`src/hw/pld_pkg.sv`:
```
// constants, register map and encodings of the pll lock-detect block
// Function
// - three-bit enableable delays on both divider outputs
// - fixed-divide mode ignores a; b may bypass
// - dual-modulus feedback division is p times b plus a
// - lock indicator routable to three output pins
// - edges closer than lock threshold mean in-lock
// - unlock threshold wider than lock threshold
// - windows depend on range bit and antibacklash setting
// - lock after programmed run of consecutive in-window cycles
// - count code 00b requires five cycles
// - one cycle beyond unlock threshold drops lock
// - n-channel analog mode idles high, pulses low
// - p-channel analog mode idles low, pulses high
// - current-source mode needs pin selector zero, capacitor
// - pin sources current when locked, grounds otherwise
// - comparator enable feeds holdover and status pins
// - comparator disabled means holdover sees pin high
// - comparator selectable at monitors in both polarities
// - per-output enables gated by current-source lock result
package pld_pkg;
  localparam int AXI_AW = 12;
  localparam int IDX_W = 8;
  // register indices; byte address is four times the index
  localparam logic [7:0] IDX_A = 8'h13;
  localparam logic [7:0] IDX_B_LO = 8'h14;
  localparam logic [7:0] IDX_B_HI = 8'h15;
  localparam logic [7:0] IDX_PRESC = 8'h16;
  localparam logic [7:0] IDX_ABP_STAT = 8'h17;
  localparam logic [7:0] IDX_DLD_CFG = 8'h18;
  localparam logic [7:0] IDX_DLY = 8'h19;
  localparam logic [7:0] IDX_LD_SEL = 8'h1A;
  localparam logic [7:0] IDX_REFERENCE_MONITOR_PIN = 8'h1B;
  localparam logic [7:0] IDX_HOLD = 8'h1D;
  localparam logic [7:0] IDX_STATUS = 8'hF0;
  localparam logic [7:0] IDX_DLY_EN = 8'hF1;
  localparam logic [7:0] IDX_GATE0 = 8'hFC;
  localparam logic [7:0] IDX_GATE1 = 8'hFD;
  localparam logic [7:0] REG_RST = 8'h00;
  // field positions
  localparam int PRESC_LSB = 0;
  localparam int BBYP_BIT = 3;
  localparam int B_HI_W = 5;
  localparam int A_W = 6;
  localparam int ABP_LSB = 0;
  localparam int STAT_SEL_LSB = 2;
  localparam int DLD_DIS_BIT = 3;
  localparam int WIN_BIT = 4;
  localparam int LCNT_LSB = 5;
  localparam int RDLY_LSB = 0;
  localparam int NDLY_LSB = 3;
  localparam int DLY_CODE_W = 3;
  localparam int CMP_EN_BIT = 3;
  localparam int LD_SEL_W = 6;
  localparam int REFERENCE_MONITOR_PIN_SEL_W = 5;
  // prescaler codes: fixed divide 1..3, then dual modulus p/(p+1)
  localparam logic [2:0] PR_FD1 = 3'h0;
  localparam logic [2:0] PR_FD2 = 3'h1;
  localparam logic [2:0] PR_FD3 = 3'h2;
  localparam logic [2:0] PR_DM2 = 3'h3;
  localparam logic [2:0] PR_DM4 = 3'h4;
  localparam logic [2:0] PR_DM8 = 3'h5;
  localparam logic [2:0] PR_DM16 = 3'h6;
  localparam logic [2:0] PR_DM32 = 3'h7;
  // pin selector codes
  localparam logic [5:0] LD_DLD = 6'h00;
  localparam logic [5:0] LD_ALD_N = 6'h01;
  localparam logic [5:0] LD_ALD_P = 6'h02;
  localparam logic [5:0] MON_DLD = 6'h00;
  localparam logic [5:0] MON_CMP_HI = 6'h01;
  localparam logic [5:0] MON_CMP_LO = 6'h02;
  // lock run lengths per two-bit code
  localparam logic [7:0] LCNT_00 = 8'h05;
  localparam logic [7:0] LCNT_01 = 8'h10;
  localparam logic [7:0] LCNT_10 = 8'h40;
  localparam logic [7:0] LCNT_11 = 8'hFF;
  // timing
  localparam int CLK_PERIOD_NS = 25;
  localparam int LOCK_HI_NS = 75;
  localparam int LOCK_LO_NS = 50;
  localparam int UNLOCK_HI_NS = 175;
  localparam int UNLOCK_LO_NS = 125;
  localparam int ABP_STEP_NS = 25;
  localparam int DLY_RANGE_PS = 1000;
  localparam int DLY_STEP_PS = DLY_RANGE_PS / 7;
  // all times round down; lock windows and antibacklash step never below one cycle
  localparam int LOCK_HI_CYC = (LOCK_HI_NS / CLK_PERIOD_NS) < 1 ? 1 : LOCK_HI_NS / CLK_PERIOD_NS;
  localparam int LOCK_LO_CYC = (LOCK_LO_NS / CLK_PERIOD_NS) < 1 ? 1 : LOCK_LO_NS / CLK_PERIOD_NS;
  localparam int UNLOCK_HI_CYC = UNLOCK_HI_NS / CLK_PERIOD_NS;
  localparam int UNLOCK_LO_CYC = UNLOCK_LO_NS / CLK_PERIOD_NS;
  localparam int ABP_STEP_CYC = (ABP_STEP_NS / CLK_PERIOD_NS) < 1 ? 1 : ABP_STEP_NS / CLK_PERIOD_NS;
  localparam logic [1:0] RESP_OKAY = 2'h0;
  localparam logic [1:0] RESP_SLVERR = 2'h2;
  typedef enum logic [1:0] {ST_IDLE, ST_WAIT_FB, ST_WAIT_REF} pld_meas_t;
endpackage : pld_pkg

```
`src/hw/pld_sync2.sv`:
```
// two-flop synchroniser with clock enable
`timescale 1ns/1ps
module pld_sync2 (
  input wire logic aclk,
  input wire logic aresetn,
  input wire logic ce,
  input wire logic d,
  output logic q
);
  logic meta_r;

  // first stage feeds only the second stage
  always_ff @(posedge aclk) begin
    if (!aresetn) begin
      meta_r <= 1'b0;
      q <= 1'b0;
    end else if (ce) begin
      meta_r <= d;
      q <= meta_r;
    end
  end
endmodule : pld_sync2

```
`src/hw/pld_lock_detect.sv`:
```
// pll digital lock detector, pin muxing, gating and divider setup
//
// Design decisions made here: register access over AXI4-Lite and the address map.
`timescale 1ns/1ps
module pld_lock_detect #(
  parameter int N_OUTS = 16,
  parameter int DIFF_W = 8
) (
  input wire logic aclk,
  input wire logic aresetn,
  input wire logic ce,
  input wire logic [11:0] awaddr,
  input wire logic awvalid,
  output logic awready,
  input wire logic [31:0] wdata,
  input wire logic [3:0] wstrb,
  input wire logic wvalid,
  output logic wready,
  output logic [1:0] bresp,
  output logic bvalid,
  input wire logic bready,
  input wire logic [11:0] araddr,
  input wire logic arvalid,
  output logic arready,
  output logic [31:0] rdata,
  output logic [1:0] rresp,
  output logic rvalid,
  input wire logic rready,
  input wire logic ref_pfd_in,
  input wire logic fb_pfd_in,
  input wire logic ld_cmp_in,
  output logic ld_pin_o,
  output logic ld_pin_oe,
  output logic ld_isrc_en,
  output logic status_pin_o,
  output logic reference_monitor_pin_pin_o,
  output logic holdover_lock_o,
  output logic [N_OUTS-1:0] out_en_o,
  output logic [19:0] n_div_o,
  output logic [2:0] r_dly_code_o,
  output logic [2:0] n_dly_code_o
);
  if (N_OUTS < 1 || N_OUTS > 16) begin : g_bad_outs
    $error("N_OUTS must lie in 1..16");
  end
  if (DIFF_W < 4 || DIFF_W > 8) begin : g_bad_diff
    $error("DIFF_W must lie in 4..8");
  end

  localparam logic [DIFF_W-1:0] DIFF_MAX = '1;

  logic [7:0] a_r, b_lo_r, b_hi_r, presc_r, abp_stat_r, dld_cfg_r, dly_r;
  logic [7:0] ld_sel_r, reference_monitor_pin_r, hold_r, gate0_r, gate1_r, dly_en_r;
  logic aw_held_r, w_held_r, bvalid_r, rvalid_r;
  logic [7:0] aw_idx_r;
  logic [7:0] w_data_r;
  logic w_lane0_r;
  logic [1:0] bresp_r, rresp_r;
  logic [31:0] rdata_r;
  logic ref_s, fb_s, cmp_s, ref_d_r, fb_d_r;
  pld_pkg::pld_meas_t st_r, st_nxt;
  logic [DIFF_W-1:0] diff_r, diff_nxt, diff_sel;
  logic done;
  logic [7:0] lock_cnt_r;
  logic dli_r;
  logic ld_pin_o_r, ld_pin_oe_r, ld_isrc_r, status_r, reference_monitor_pin_o_r;
  logic [19:0] n_div_r;

  // bus decode
  wire [7:0] ar_idx = araddr[9:2];
  wire do_write = aw_held_r & w_held_r & ~bvalid_r;
  wire rd_take = ce & arvalid & arready;
  wire wr_ok = aw_idx_r == pld_pkg::IDX_A || aw_idx_r == pld_pkg::IDX_B_LO
    || aw_idx_r == pld_pkg::IDX_B_HI || aw_idx_r == pld_pkg::IDX_PRESC
    || aw_idx_r == pld_pkg::IDX_ABP_STAT || aw_idx_r == pld_pkg::IDX_DLD_CFG
    || aw_idx_r == pld_pkg::IDX_DLY || aw_idx_r == pld_pkg::IDX_LD_SEL
    || aw_idx_r == pld_pkg::IDX_REFERENCE_MONITOR_PIN || aw_idx_r == pld_pkg::IDX_HOLD
    || aw_idx_r == pld_pkg::IDX_GATE0 || aw_idx_r == pld_pkg::IDX_GATE1
    || aw_idx_r == pld_pkg::IDX_DLY_EN || aw_idx_r == pld_pkg::IDX_STATUS;
  wire wr_map = wr_ok;
  assign awready = ce & ~aw_held_r & ~bvalid_r; // frozen block takes nothing
  assign wready = ce & ~w_held_r & ~bvalid_r;
  assign arready = ce & ~rvalid_r;
  assign bvalid = ce & bvalid_r; // hidden while frozen so no answer is lost
  assign bresp = bresp_r;
  assign rvalid = ce & rvalid_r;
  assign rresp = rresp_r;
  assign rdata = rdata_r;

  // write channel capture; address and data may come in either order
  always_ff @(posedge aclk) begin
    if (!aresetn) begin
      aw_held_r <= 1'b0;
      w_held_r <= 1'b0;
      aw_idx_r <= pld_pkg::REG_RST;
      w_data_r <= pld_pkg::REG_RST;
      w_lane0_r <= 1'b0;
      bvalid_r <= 1'b0;
      bresp_r <= pld_pkg::RESP_OKAY;
    end else if (ce) begin
      if (awvalid && awready) begin
        aw_held_r <= 1'b1;
        aw_idx_r <= awaddr[9:2];
      end
      if (wvalid && wready) begin
        w_held_r <= 1'b1;
        w_data_r <= wdata[7:0];
        w_lane0_r <= wstrb[0];
      end
      if (do_write) begin
        aw_held_r <= 1'b0;
        w_held_r <= 1'b0;
        bvalid_r <= 1'b1;
        bresp_r <= wr_map ? pld_pkg::RESP_OKAY : pld_pkg::RESP_SLVERR;
      end else if (bvalid_r && bready) begin
        bvalid_r <= 1'b0;
      end
    end
  end

  // register file; only byte lane 0 carries data, status is read-only
  wire we = do_write & w_lane0_r;
  always_ff @(posedge aclk) begin
    if (!aresetn) begin
      {a_r, b_lo_r, b_hi_r, presc_r, abp_stat_r, dld_cfg_r, dly_r} <= '0;
      {ld_sel_r, reference_monitor_pin_r, hold_r, gate0_r, gate1_r, dly_en_r} <= '0;
    end else if (ce && we) begin
      unique case (aw_idx_r)
        pld_pkg::IDX_A: a_r <= w_data_r;
        pld_pkg::IDX_B_LO: b_lo_r <= w_data_r;
        pld_pkg::IDX_B_HI: b_hi_r <= w_data_r;
        pld_pkg::IDX_PRESC: presc_r <= w_data_r;
        pld_pkg::IDX_ABP_STAT: abp_stat_r <= w_data_r;
        pld_pkg::IDX_DLD_CFG: dld_cfg_r <= w_data_r;
        pld_pkg::IDX_DLY: dly_r <= w_data_r;
        pld_pkg::IDX_LD_SEL: ld_sel_r <= w_data_r;
        pld_pkg::IDX_REFERENCE_MONITOR_PIN: reference_monitor_pin_r <= w_data_r;
        pld_pkg::IDX_HOLD: hold_r <= w_data_r;
        pld_pkg::IDX_GATE0: gate0_r <= w_data_r;
        pld_pkg::IDX_GATE1: gate1_r <= w_data_r;
        pld_pkg::IDX_DLY_EN: dly_en_r <= w_data_r;
        default: ;
      endcase
    end
  end

  // read mux; unmapped words answer slverr with zero data
  wire [7:0] status_val = {lock_cnt_r[4:0], holdover_lock_o, cmp_s, dli_r};
  logic [7:0] rd_val;
  logic rd_hit;
  always_comb begin
    rd_hit = 1'b1;
    unique case (ar_idx)
      pld_pkg::IDX_A: rd_val = a_r;
      pld_pkg::IDX_B_LO: rd_val = b_lo_r;
      pld_pkg::IDX_B_HI: rd_val = b_hi_r;
      pld_pkg::IDX_PRESC: rd_val = presc_r;
      pld_pkg::IDX_ABP_STAT: rd_val = abp_stat_r;
      pld_pkg::IDX_DLD_CFG: rd_val = dld_cfg_r;
      pld_pkg::IDX_DLY: rd_val = dly_r;
      pld_pkg::IDX_LD_SEL: rd_val = ld_sel_r;
      pld_pkg::IDX_REFERENCE_MONITOR_PIN: rd_val = reference_monitor_pin_r;
      pld_pkg::IDX_HOLD: rd_val = hold_r;
      pld_pkg::IDX_GATE0: rd_val = gate0_r;
      pld_pkg::IDX_GATE1: rd_val = gate1_r;
      pld_pkg::IDX_DLY_EN: rd_val = dly_en_r;
      pld_pkg::IDX_STATUS: rd_val = status_val;
      default: begin
        rd_val = 8'h00;
        rd_hit = 1'b0;
      end
    endcase
  end

  // read answer one cycle after the address is taken
  always_ff @(posedge aclk) begin
    if (!aresetn) begin
      rvalid_r <= 1'b0;
      rdata_r <= 32'h0000_0000;
      rresp_r <= pld_pkg::RESP_OKAY;
    end else if (ce) begin
      if (rd_take) begin
        rvalid_r <= 1'b1;
        rdata_r <= {24'h000000, rd_val};
        rresp_r <= rd_hit ? pld_pkg::RESP_OKAY : pld_pkg::RESP_SLVERR;
      end else if (rvalid_r && rready) begin
        rvalid_r <= 1'b0;
      end
    end
  end

  // pfd input edges and pin comparator come from outside this clock
  pld_sync2 u_sync_ref (.aclk(aclk), .aresetn(aresetn), .ce(ce), .d(ref_pfd_in), .q(ref_s));
  pld_sync2 u_sync_fb (.aclk(aclk), .aresetn(aresetn), .ce(ce), .d(fb_pfd_in), .q(fb_s));
  pld_sync2 u_sync_cmp (.aclk(aclk), .aresetn(aresetn), .ce(ce), .d(ld_cmp_in), .q(cmp_s));

  always_ff @(posedge aclk) begin
    if (!aresetn) begin
      ref_d_r <= 1'b0;
      fb_d_r <= 1'b0;
    end else if (ce) begin
      ref_d_r <= ref_s;
      fb_d_r <= fb_s;
    end
  end
  wire ref_rise = ref_s & ~ref_d_r;
  wire fb_rise = fb_s & ~fb_d_r;

  // edge-to-edge time measurement; a repeated first edge counts as a miss
  always_comb begin
    st_nxt = st_r;
    done = 1'b0;
    diff_sel = diff_r;
    diff_nxt = (diff_r == DIFF_MAX) ? diff_r : diff_r + 1'b1;
    unique case (st_r)
      pld_pkg::ST_IDLE: begin
        diff_nxt = DIFF_W'(1);
        if (ref_rise && fb_rise) begin
          done = 1'b1;
          diff_sel = '0;
        end else if (ref_rise) begin
          st_nxt = pld_pkg::ST_WAIT_FB;
        end else if (fb_rise) begin
          st_nxt = pld_pkg::ST_WAIT_REF;
        end
      end
      pld_pkg::ST_WAIT_FB: begin
        if (fb_rise) begin
          done = 1'b1;
          st_nxt = pld_pkg::ST_IDLE;
        end else if (ref_rise) begin
          done = 1'b1;
          diff_sel = DIFF_MAX;
          diff_nxt = DIFF_W'(1);
        end
      end
      pld_pkg::ST_WAIT_REF: begin
        if (ref_rise) begin
          done = 1'b1;
          st_nxt = pld_pkg::ST_IDLE;
        end else if (fb_rise) begin
          done = 1'b1;
          diff_sel = DIFF_MAX;
          diff_nxt = DIFF_W'(1);
        end
      end
      default: begin
        st_nxt = pld_pkg::ST_IDLE;
      end
    endcase
  end

  always_ff @(posedge aclk) begin
    if (!aresetn) begin
      st_r <= pld_pkg::ST_IDLE;
      diff_r <= '0;
    end else if (ce) begin
      st_r <= st_nxt;
      diff_r <= diff_nxt;
    end
  end

  // window thresholds from range bit and antibacklash setting
  wire win_lo = dld_cfg_r[pld_pkg::WIN_BIT];
  wire [1:0] abp = abp_stat_r[pld_pkg::ABP_LSB +: 2];
  wire [7:0] abp_add = 8'(abp * pld_pkg::ABP_STEP_CYC);
  wire [7:0] lock_thr = 8'(win_lo ? pld_pkg::LOCK_LO_CYC : pld_pkg::LOCK_HI_CYC) + abp_add;
  wire [7:0] unlock_thr = 8'(win_lo ? pld_pkg::UNLOCK_LO_CYC : pld_pkg::UNLOCK_HI_CYC)
    + abp_add;
  // the comparison period is assumed longer than unlock_thr
  wire in_win = done & (8'(diff_sel) < lock_thr);
  wire out_win = done & (8'(diff_sel) > unlock_thr);
  wire [1:0] lcnt_code = dld_cfg_r[pld_pkg::LCNT_LSB +: 2];
  wire [7:0] need = lcnt_code == 2'h0 ? pld_pkg::LCNT_00 :
    lcnt_code == 2'h1 ? pld_pkg::LCNT_01 :
    lcnt_code == 2'h2 ? pld_pkg::LCNT_10 : pld_pkg::LCNT_11;
  wire dld_dis = dld_cfg_r[pld_pkg::DLD_DIS_BIT];

  // lock after a run of in-window cycles, drop on one far-out cycle
  always_ff @(posedge aclk) begin
    if (!aresetn) begin
      lock_cnt_r <= 8'h00;
      dli_r <= 1'b0;
    end else if (ce) begin
      if (dld_dis) begin
        lock_cnt_r <= 8'h00;
        dli_r <= 1'b0;
      end else if (done && dli_r && out_win) begin
        lock_cnt_r <= 8'h00;
        dli_r <= 1'b0;
      end else if (done && !dli_r) begin
        if (!in_win) begin
          lock_cnt_r <= 8'h00;
        end else if (lock_cnt_r + 8'h01 >= need) begin
          dli_r <= 1'b1;
        end else begin
          lock_cnt_r <= lock_cnt_r + 8'h01;
        end
      end
    end
  end

  // pin comparator gating; disabled comparator reads as high
  wire cmp_en = hold_r[pld_pkg::CMP_EN_BIT];
  wire cs_lock = cmp_en ? cmp_s : 1'b1;
  assign holdover_lock_o = cs_lock;
  wire [15:0] gate_all = {gate1_r, gate0_r};
  // outputs with their gate bit wait for the current-source lock
  assign out_en_o = ~gate_all[N_OUTS-1:0] | {N_OUTS{cs_lock}};

  // lock-detect pin drive and monitor selectors
  wire ald_pulse = st_r != pld_pkg::ST_IDLE;
  wire [5:0] ld_sel = ld_sel_r[pld_pkg::LD_SEL_W-1:0];
  wire [5:0] stat_sel = abp_stat_r[pld_pkg::STAT_SEL_LSB +: 6];
  wire [5:0] mon_sel = {1'b0, reference_monitor_pin_r[pld_pkg::REFERENCE_MONITOR_PIN_SEL_W-1:0]};
  wire cmp_seen = cmp_en & cmp_s;
  wire stat_nxt = stat_sel == pld_pkg::MON_DLD ? dli_r :
    stat_sel == pld_pkg::MON_CMP_HI ? cmp_seen :
    stat_sel == pld_pkg::MON_CMP_LO ? ~cmp_seen : 1'b0;
  wire reference_monitor_pin_nxt = mon_sel == pld_pkg::MON_DLD ? dli_r :
    mon_sel == pld_pkg::MON_CMP_HI ? cmp_seen :
    mon_sel == pld_pkg::MON_CMP_LO ? ~cmp_seen : 1'b0;
  wire ld_o_nxt = ld_sel == pld_pkg::LD_ALD_P;
  wire ld_oe_nxt = ld_sel == pld_pkg::LD_DLD ? ~dli_r :
    (ld_sel == pld_pkg::LD_ALD_N || ld_sel == pld_pkg::LD_ALD_P) ? ald_pulse : 1'b1;
  wire isrc_nxt = (ld_sel == pld_pkg::LD_DLD) & dli_r;

  always_ff @(posedge aclk) begin
    if (!aresetn) begin
      {ld_pin_o_r, ld_pin_oe_r, ld_isrc_r, status_r, reference_monitor_pin_o_r} <= '0;
    end else if (ce) begin
      {ld_pin_o_r, ld_pin_oe_r, ld_isrc_r} <= {ld_o_nxt, ld_oe_nxt, isrc_nxt};
      {status_r, reference_monitor_pin_o_r} <= {stat_nxt, reference_monitor_pin_nxt};
    end
  end
  assign ld_pin_o = ld_pin_o_r;
  assign ld_pin_oe = ld_pin_oe_r;
  assign ld_isrc_en = ld_isrc_r;
  assign status_pin_o = status_r;
  assign reference_monitor_pin_pin_o = reference_monitor_pin_o_r;

  // feedback division and divider delay codes
  wire [2:0] pc = presc_r[pld_pkg::PRESC_LSB +: 3];
  wire dm = pc >= pld_pkg::PR_DM2;
  wire [5:0] p_val = pc == pld_pkg::PR_FD1 ? 6'h01 : pc == pld_pkg::PR_FD2 ? 6'h02 :
    pc == pld_pkg::PR_FD3 ? 6'h03 : pc == pld_pkg::PR_DM2 ? 6'h02 :
    pc == pld_pkg::PR_DM4 ? 6'h04 : pc == pld_pkg::PR_DM8 ? 6'h08 :
    pc == pld_pkg::PR_DM16 ? 6'h10 : 6'h20;
  wire [12:0] b_val = {b_hi_r[pld_pkg::B_HI_W-1:0], b_lo_r};
  wire bbyp = presc_r[pld_pkg::BBYP_BIT] & ~dm;
  wire [12:0] b_eff = bbyp ? 13'h0001 : b_val;
  wire [19:0] a_eff = dm ? 20'(a_r[pld_pkg::A_W-1:0]) : 20'h00000;
  wire [19:0] n_nxt = 20'(p_val * b_eff) + a_eff;

  always_ff @(posedge aclk) begin
    if (!aresetn) begin
      n_div_r <= 20'h00000;
    end else if (ce) begin
      n_div_r <= n_nxt;
    end
  end
  assign n_div_o = n_div_r;
  // a zero code also stands for a disabled delay cell
  assign r_dly_code_o = dly_en_r[0] ? dly_r[pld_pkg::RDLY_LSB +: 3] : 3'h0;
  assign n_dly_code_o = dly_en_r[1] ? dly_r[pld_pkg::NDLY_LSB +: 3] : 3'h0;

  // checks
  drop_lock_a: assert property (@(posedge aclk) disable iff (!aresetn)
    ce && dli_r && out_win && !dld_dis |=> !dli_r)
    else $error("lock not dropped after far-out cycle");
  lock_run_a: assert property (@(posedge aclk) disable iff (!aresetn)
    $rose(dli_r) |-> $past(lock_cnt_r) + 8'h01 >= $past(need) && $past(in_win))
    else $error("lock rose without full run");
  five_run_a: assert property (@(posedge aclk) disable iff (!aresetn)
    $rose(dli_r) && $past(lcnt_code) == 2'h0 |-> $past(lock_cnt_r) == 8'h04)
    else $error("code zero lock not after five cycles");
  dld_off_a: assert property (@(posedge aclk) disable iff (!aresetn)
    ce && dld_dis |=> !dli_r)
    else $error("lock indicated while detector disabled");
  cs_drive_a: assert property (@(posedge aclk) disable iff (!aresetn)
    ce && ld_sel == pld_pkg::LD_DLD |=> ld_isrc_en == $past(dli_r) && ld_pin_oe == !$past(dli_r))
    else $error("current source drive mismatch");
  ald_n_a: assert property (@(posedge aclk) disable iff (!aresetn)
    ce && ld_sel == pld_pkg::LD_ALD_N |=> !ld_pin_o && ld_pin_oe == $past(ald_pulse))
    else $error("n-channel mode drove high");
  hold_high_a: assert property (@(posedge aclk) disable iff (!aresetn)
    !cmp_en |-> holdover_lock_o)
    else $error("holdover saw low pin while comparator off");
  gate_out_a: assert property (@(posedge aclk) disable iff (!aresetn)
    gate_all[0] && cmp_en && !cmp_s |-> !out_en_o[0])
    else $error("gated output enabled without lock");
  win_order_a: assert property (@(posedge aclk) disable iff (!aresetn)
    unlock_thr > lock_thr)
    else $error("unlock window not wider");
endmodule : pld_lock_detect

```
`config.mk`:
```
export PLATFORM = sky130hd
export DESIGN_NAME = pld_lock_detect
export DESIGN_NICKNAME = d
export VERILOG_FILES = /design/src/hw/pld_pkg.sv /design/src/hw/pld_sync2.sv /design/src/hw/pld_lock_detect.sv
export SDC_FILE = /design/constraint.sdc
export NUM_CORES = 1
export LEC_CHECK = 0
export ABC_CLOCK_PERIOD_IN_PS = 8650
export BUFFER_PORTS_ARGS = -buffer_cell sky130_fd_sc_hd__buf_2
export CAP_MARGIN = 20
export CELL_PAD_IN_SITES_DETAIL_PLACEMENT = 1
export CELL_PAD_IN_SITES_GLOBAL_PLACEMENT = 1
export CORE_ASPECT_RATIO = 0.7
export CORE_MARGIN = 4
export CORE_UTILIZATION = 45
export DETAILED_ROUTE_END_ITERATION = 12
export PLACE_DENSITY_LB_ADDON = 0.15
export SETUP_SLACK_MARGIN = 0.5
export SYNTH_ARGS = -nofsm -noshare
export SYNTH_HDL_FRONTEND = slang
export SYNTH_SLANG_ARGS = --single-unit
```
`constraint.sdc`:
```
create_clock -name aclk -period 8.65 [get_ports aclk]
set_input_delay 1.73 -clock aclk [delete_from_list [all_inputs] [get_ports aclk]]
set_output_delay 1.73 -clock aclk [all_outputs]
set_load 0.005 [all_outputs]
```
==> metrics.yaml <==
power_and_ir_drop:
  p_leak_nw: 5.52
  p_per_area_nw_per_um2: 136
  ir_drop_uv: 143
routing:
  routedWlPerCell_um: 20.2
  vias: 10600
  detail-route-antenna-nets: 0
  wirelength_mm: 37.5
  first_iter_violations: 792
  vias_per_cell: 5.70
  drc: 0
  drt_pre_antenna_iters: 5
sta:
  slew_viol_final: 0
  hold_violations: 0
  setup_viol: 0
  period_minus_slack_ns: 6.57
  fin_setup_tns_ns: 0
  tightest_slew_ns: 1.07
  grt_setup_unrepaired: "false"
  max-slew-margin-rel_pct: 28.4
  clock_skew_ns: 0.0154
  setup_ws_ns: 2.08
  period_share_pct: 75.9
  fmax_ghz: 0.152
clock_network:
  clk_pin_slew_worst_paths_ns: 0.08
  post-cts-setup-buffers: 0
  clock-sinks: 187
  cts_buffers: 17
  cts_resized: 0
  cts-root-buf: "clkbuf_16"
  cts_buffer_depth: 2
  clk_latency_ns: 0.45
  cts_tree: "built"
  cts_hold_buf: 0
  htreeDepth: 4
logic_synthesis:
  synthCells: 1427
  synth_edf_count: 0
  synth_cell_type_count: 74
  async_flop_share_pct: 0
  synth-seq-area-share_pct: 31.1
  ys_ff_latch: 187
  synthFlopType: "dfxtp_1"
  synth.largest_area_cell: "dfxtp_1"
  synthDominantCellAreaShare_pct: 31.1
  synth.avg_cell_area_sq_um: 8.44
  synth_area_leaders: "dfxtp_1, mux2i_1, fa_1"
  yosysWarningCount: 0
  syn_area_sq_um: 12000
setup_path:
  r2r_start: "presc_r[0]"
  cp.required_ns: 9.03
  startpoint_type: "flop"
  end_kind: "flop"
  criticalPathCategory: "flop to flop"
  crit_path_start: "presc_r[0]"
  worstPathArrival_ns: 6.95
  cp_max_fo: 22
place:
  place_worst_setup_slack_ns: 2.39
  dpl_cell_area_sq_um: 12700
  portBuffers: 98
  hpwl_mm: 27.7
  gp_congestion: 0.867
layout:
  area_delta_synth_final_pct: 10.4
  nNetsFinal: 1679
  largest_reg_flops: 20
  fin_area_sq_um: 13300
  fin_util_pct: 51.1
  num_antenna_cells: 0
  final_common_cell: "nor2_1"
  final_layout_size_suffix_gt1_share_pct: 11.8
  final_cell_mix: "nor2_1, dfxtp_1, nand2_1, mux2i_1, buf_2"
die:
  num_rows: 49
  die_y_um: 145
  dieWidth_um: 204
  initial_core_util_pct: 46.3
  ios: 160
  core_sq_um: 26000
  fp.dieArea_sq_um: 29500
global_routing:
  antenna_found_initial: 0
  busiest_layer: "met1"
  use_met1_pct: 39.0
  grt_pass1_wl_mm: 59.1
  grt_pass1_vias: 10500
  grt_use_met3_pct: 3.70
  gr-total-overflow: 0
  grt_util_all_layers_pct: 25.2
  met2_usage_pct: 37.7
  grt_max_degree: 90
min_path:
  hp-start: "rdata[5]"
  hold_class: "flop to flop"
status:
  status: "completed"
job:
  drv_cap: 0
-- power by group --
part           internal, mW  switching, mW
Clock                 0.433          0.383
Combinational        0.0307         0.0676
Sequential            0.870         0.0201
-- cell type report --
| type | instances | area (sq um) |
|---|---|---|
| Fill cell | 3150 | 12700 |
| Sequential cell | 187 | 3740 |
| Inverter | 66 | 250 |
| Tap cell | 357 | 447 |
| Clock inverter | 14 | 161 |
| Clock buffer | 17 | 425 |
| Multi-Input combinational cell | 1102 | 7670 |
| Timing Repair Buffer | 111 | 596 |
-- worst max-delay path, stage by stage, from the launching register on --
cell and delay (ns):
dfxtp_1 0.77, o21ai_0 0.19, a21oi_1 0.86, and2_1 0.26, fa_1 0.18, inv_1 0.06, fa_1 0.53, inv_1 0.05
fa_1 0.48, inv_1 0.05, fa_1 0.48, inv_1 0.06, ha_1 0.24, a41oi_1 0.22, o21ai_0 0.14, a221oi_1 0.80
o21ai_0 0.37, a21o_1 0.28, a2111o_1 0.40, nand3_1 0.06
-- per-stage QoR --
| stage | hold slack (ns) | std cells | power [mW] |
|---|---|---|---|
| floorplan | 0.444 | 1452 | 0.976 |
| global placement | 0.441 | 1820 | 1.00 |
| detailed placement | 0.449 | 1822 | 1.01 |
| CTS | 0.460 | 1853 | 1.82 |
| global route | 0.479 | 1854 | 1.86 |
| finish | 0.454 | 1854 | 1.80 |
-- logic make-up (layout without fill, tap and decap cells) --
kind of cell	after synthesis	count (layout)	synth area share [%]
xor+xnor	18	18	1.31
compound gates	258	258	13.8
other cells	1	26	0.0311
fa+ha+maj	123	123	15.8
flops	187	187	31.1
buf+inv	163	208	6.00
simple gates	550	550	21.4
mux	127	127	10.6
-- synth_stat cells (all sizes together), types with 13 or more instances --
library cell,n
nand3,23
fa,49
nand2b,25
a221oi,13
inv,66
nand2,151
dfxtp,187
ha,74
clkbuf,63
a21oi,86
buf,34
o21ai,57
mux2i,127
nor2,208
and2,46
nor3,26
-- metal layers --
| layer | up-vias | part of all wire [%] |
|---|---|---|
| met5 | - | 0 |
| met4 | 0 | 0.99 |
| met3 | 29 | 5.2 |
| met2 | 230 | 43 |
| met1 | 5319 | 51 |
| li1 | 4990 | - |
-- worst paths after layout --
check	to	slack [ns]	cells past startpoint
worst max register to register	n_div_o[18]	2.08	19
worst max-delay path	n_div_o[18]	2.08	19
worst min-delay path	rdata[5]	0.45	2
worst min register to register	rdata[5]	0.45	2
Power figures use the tool's default switching activity.
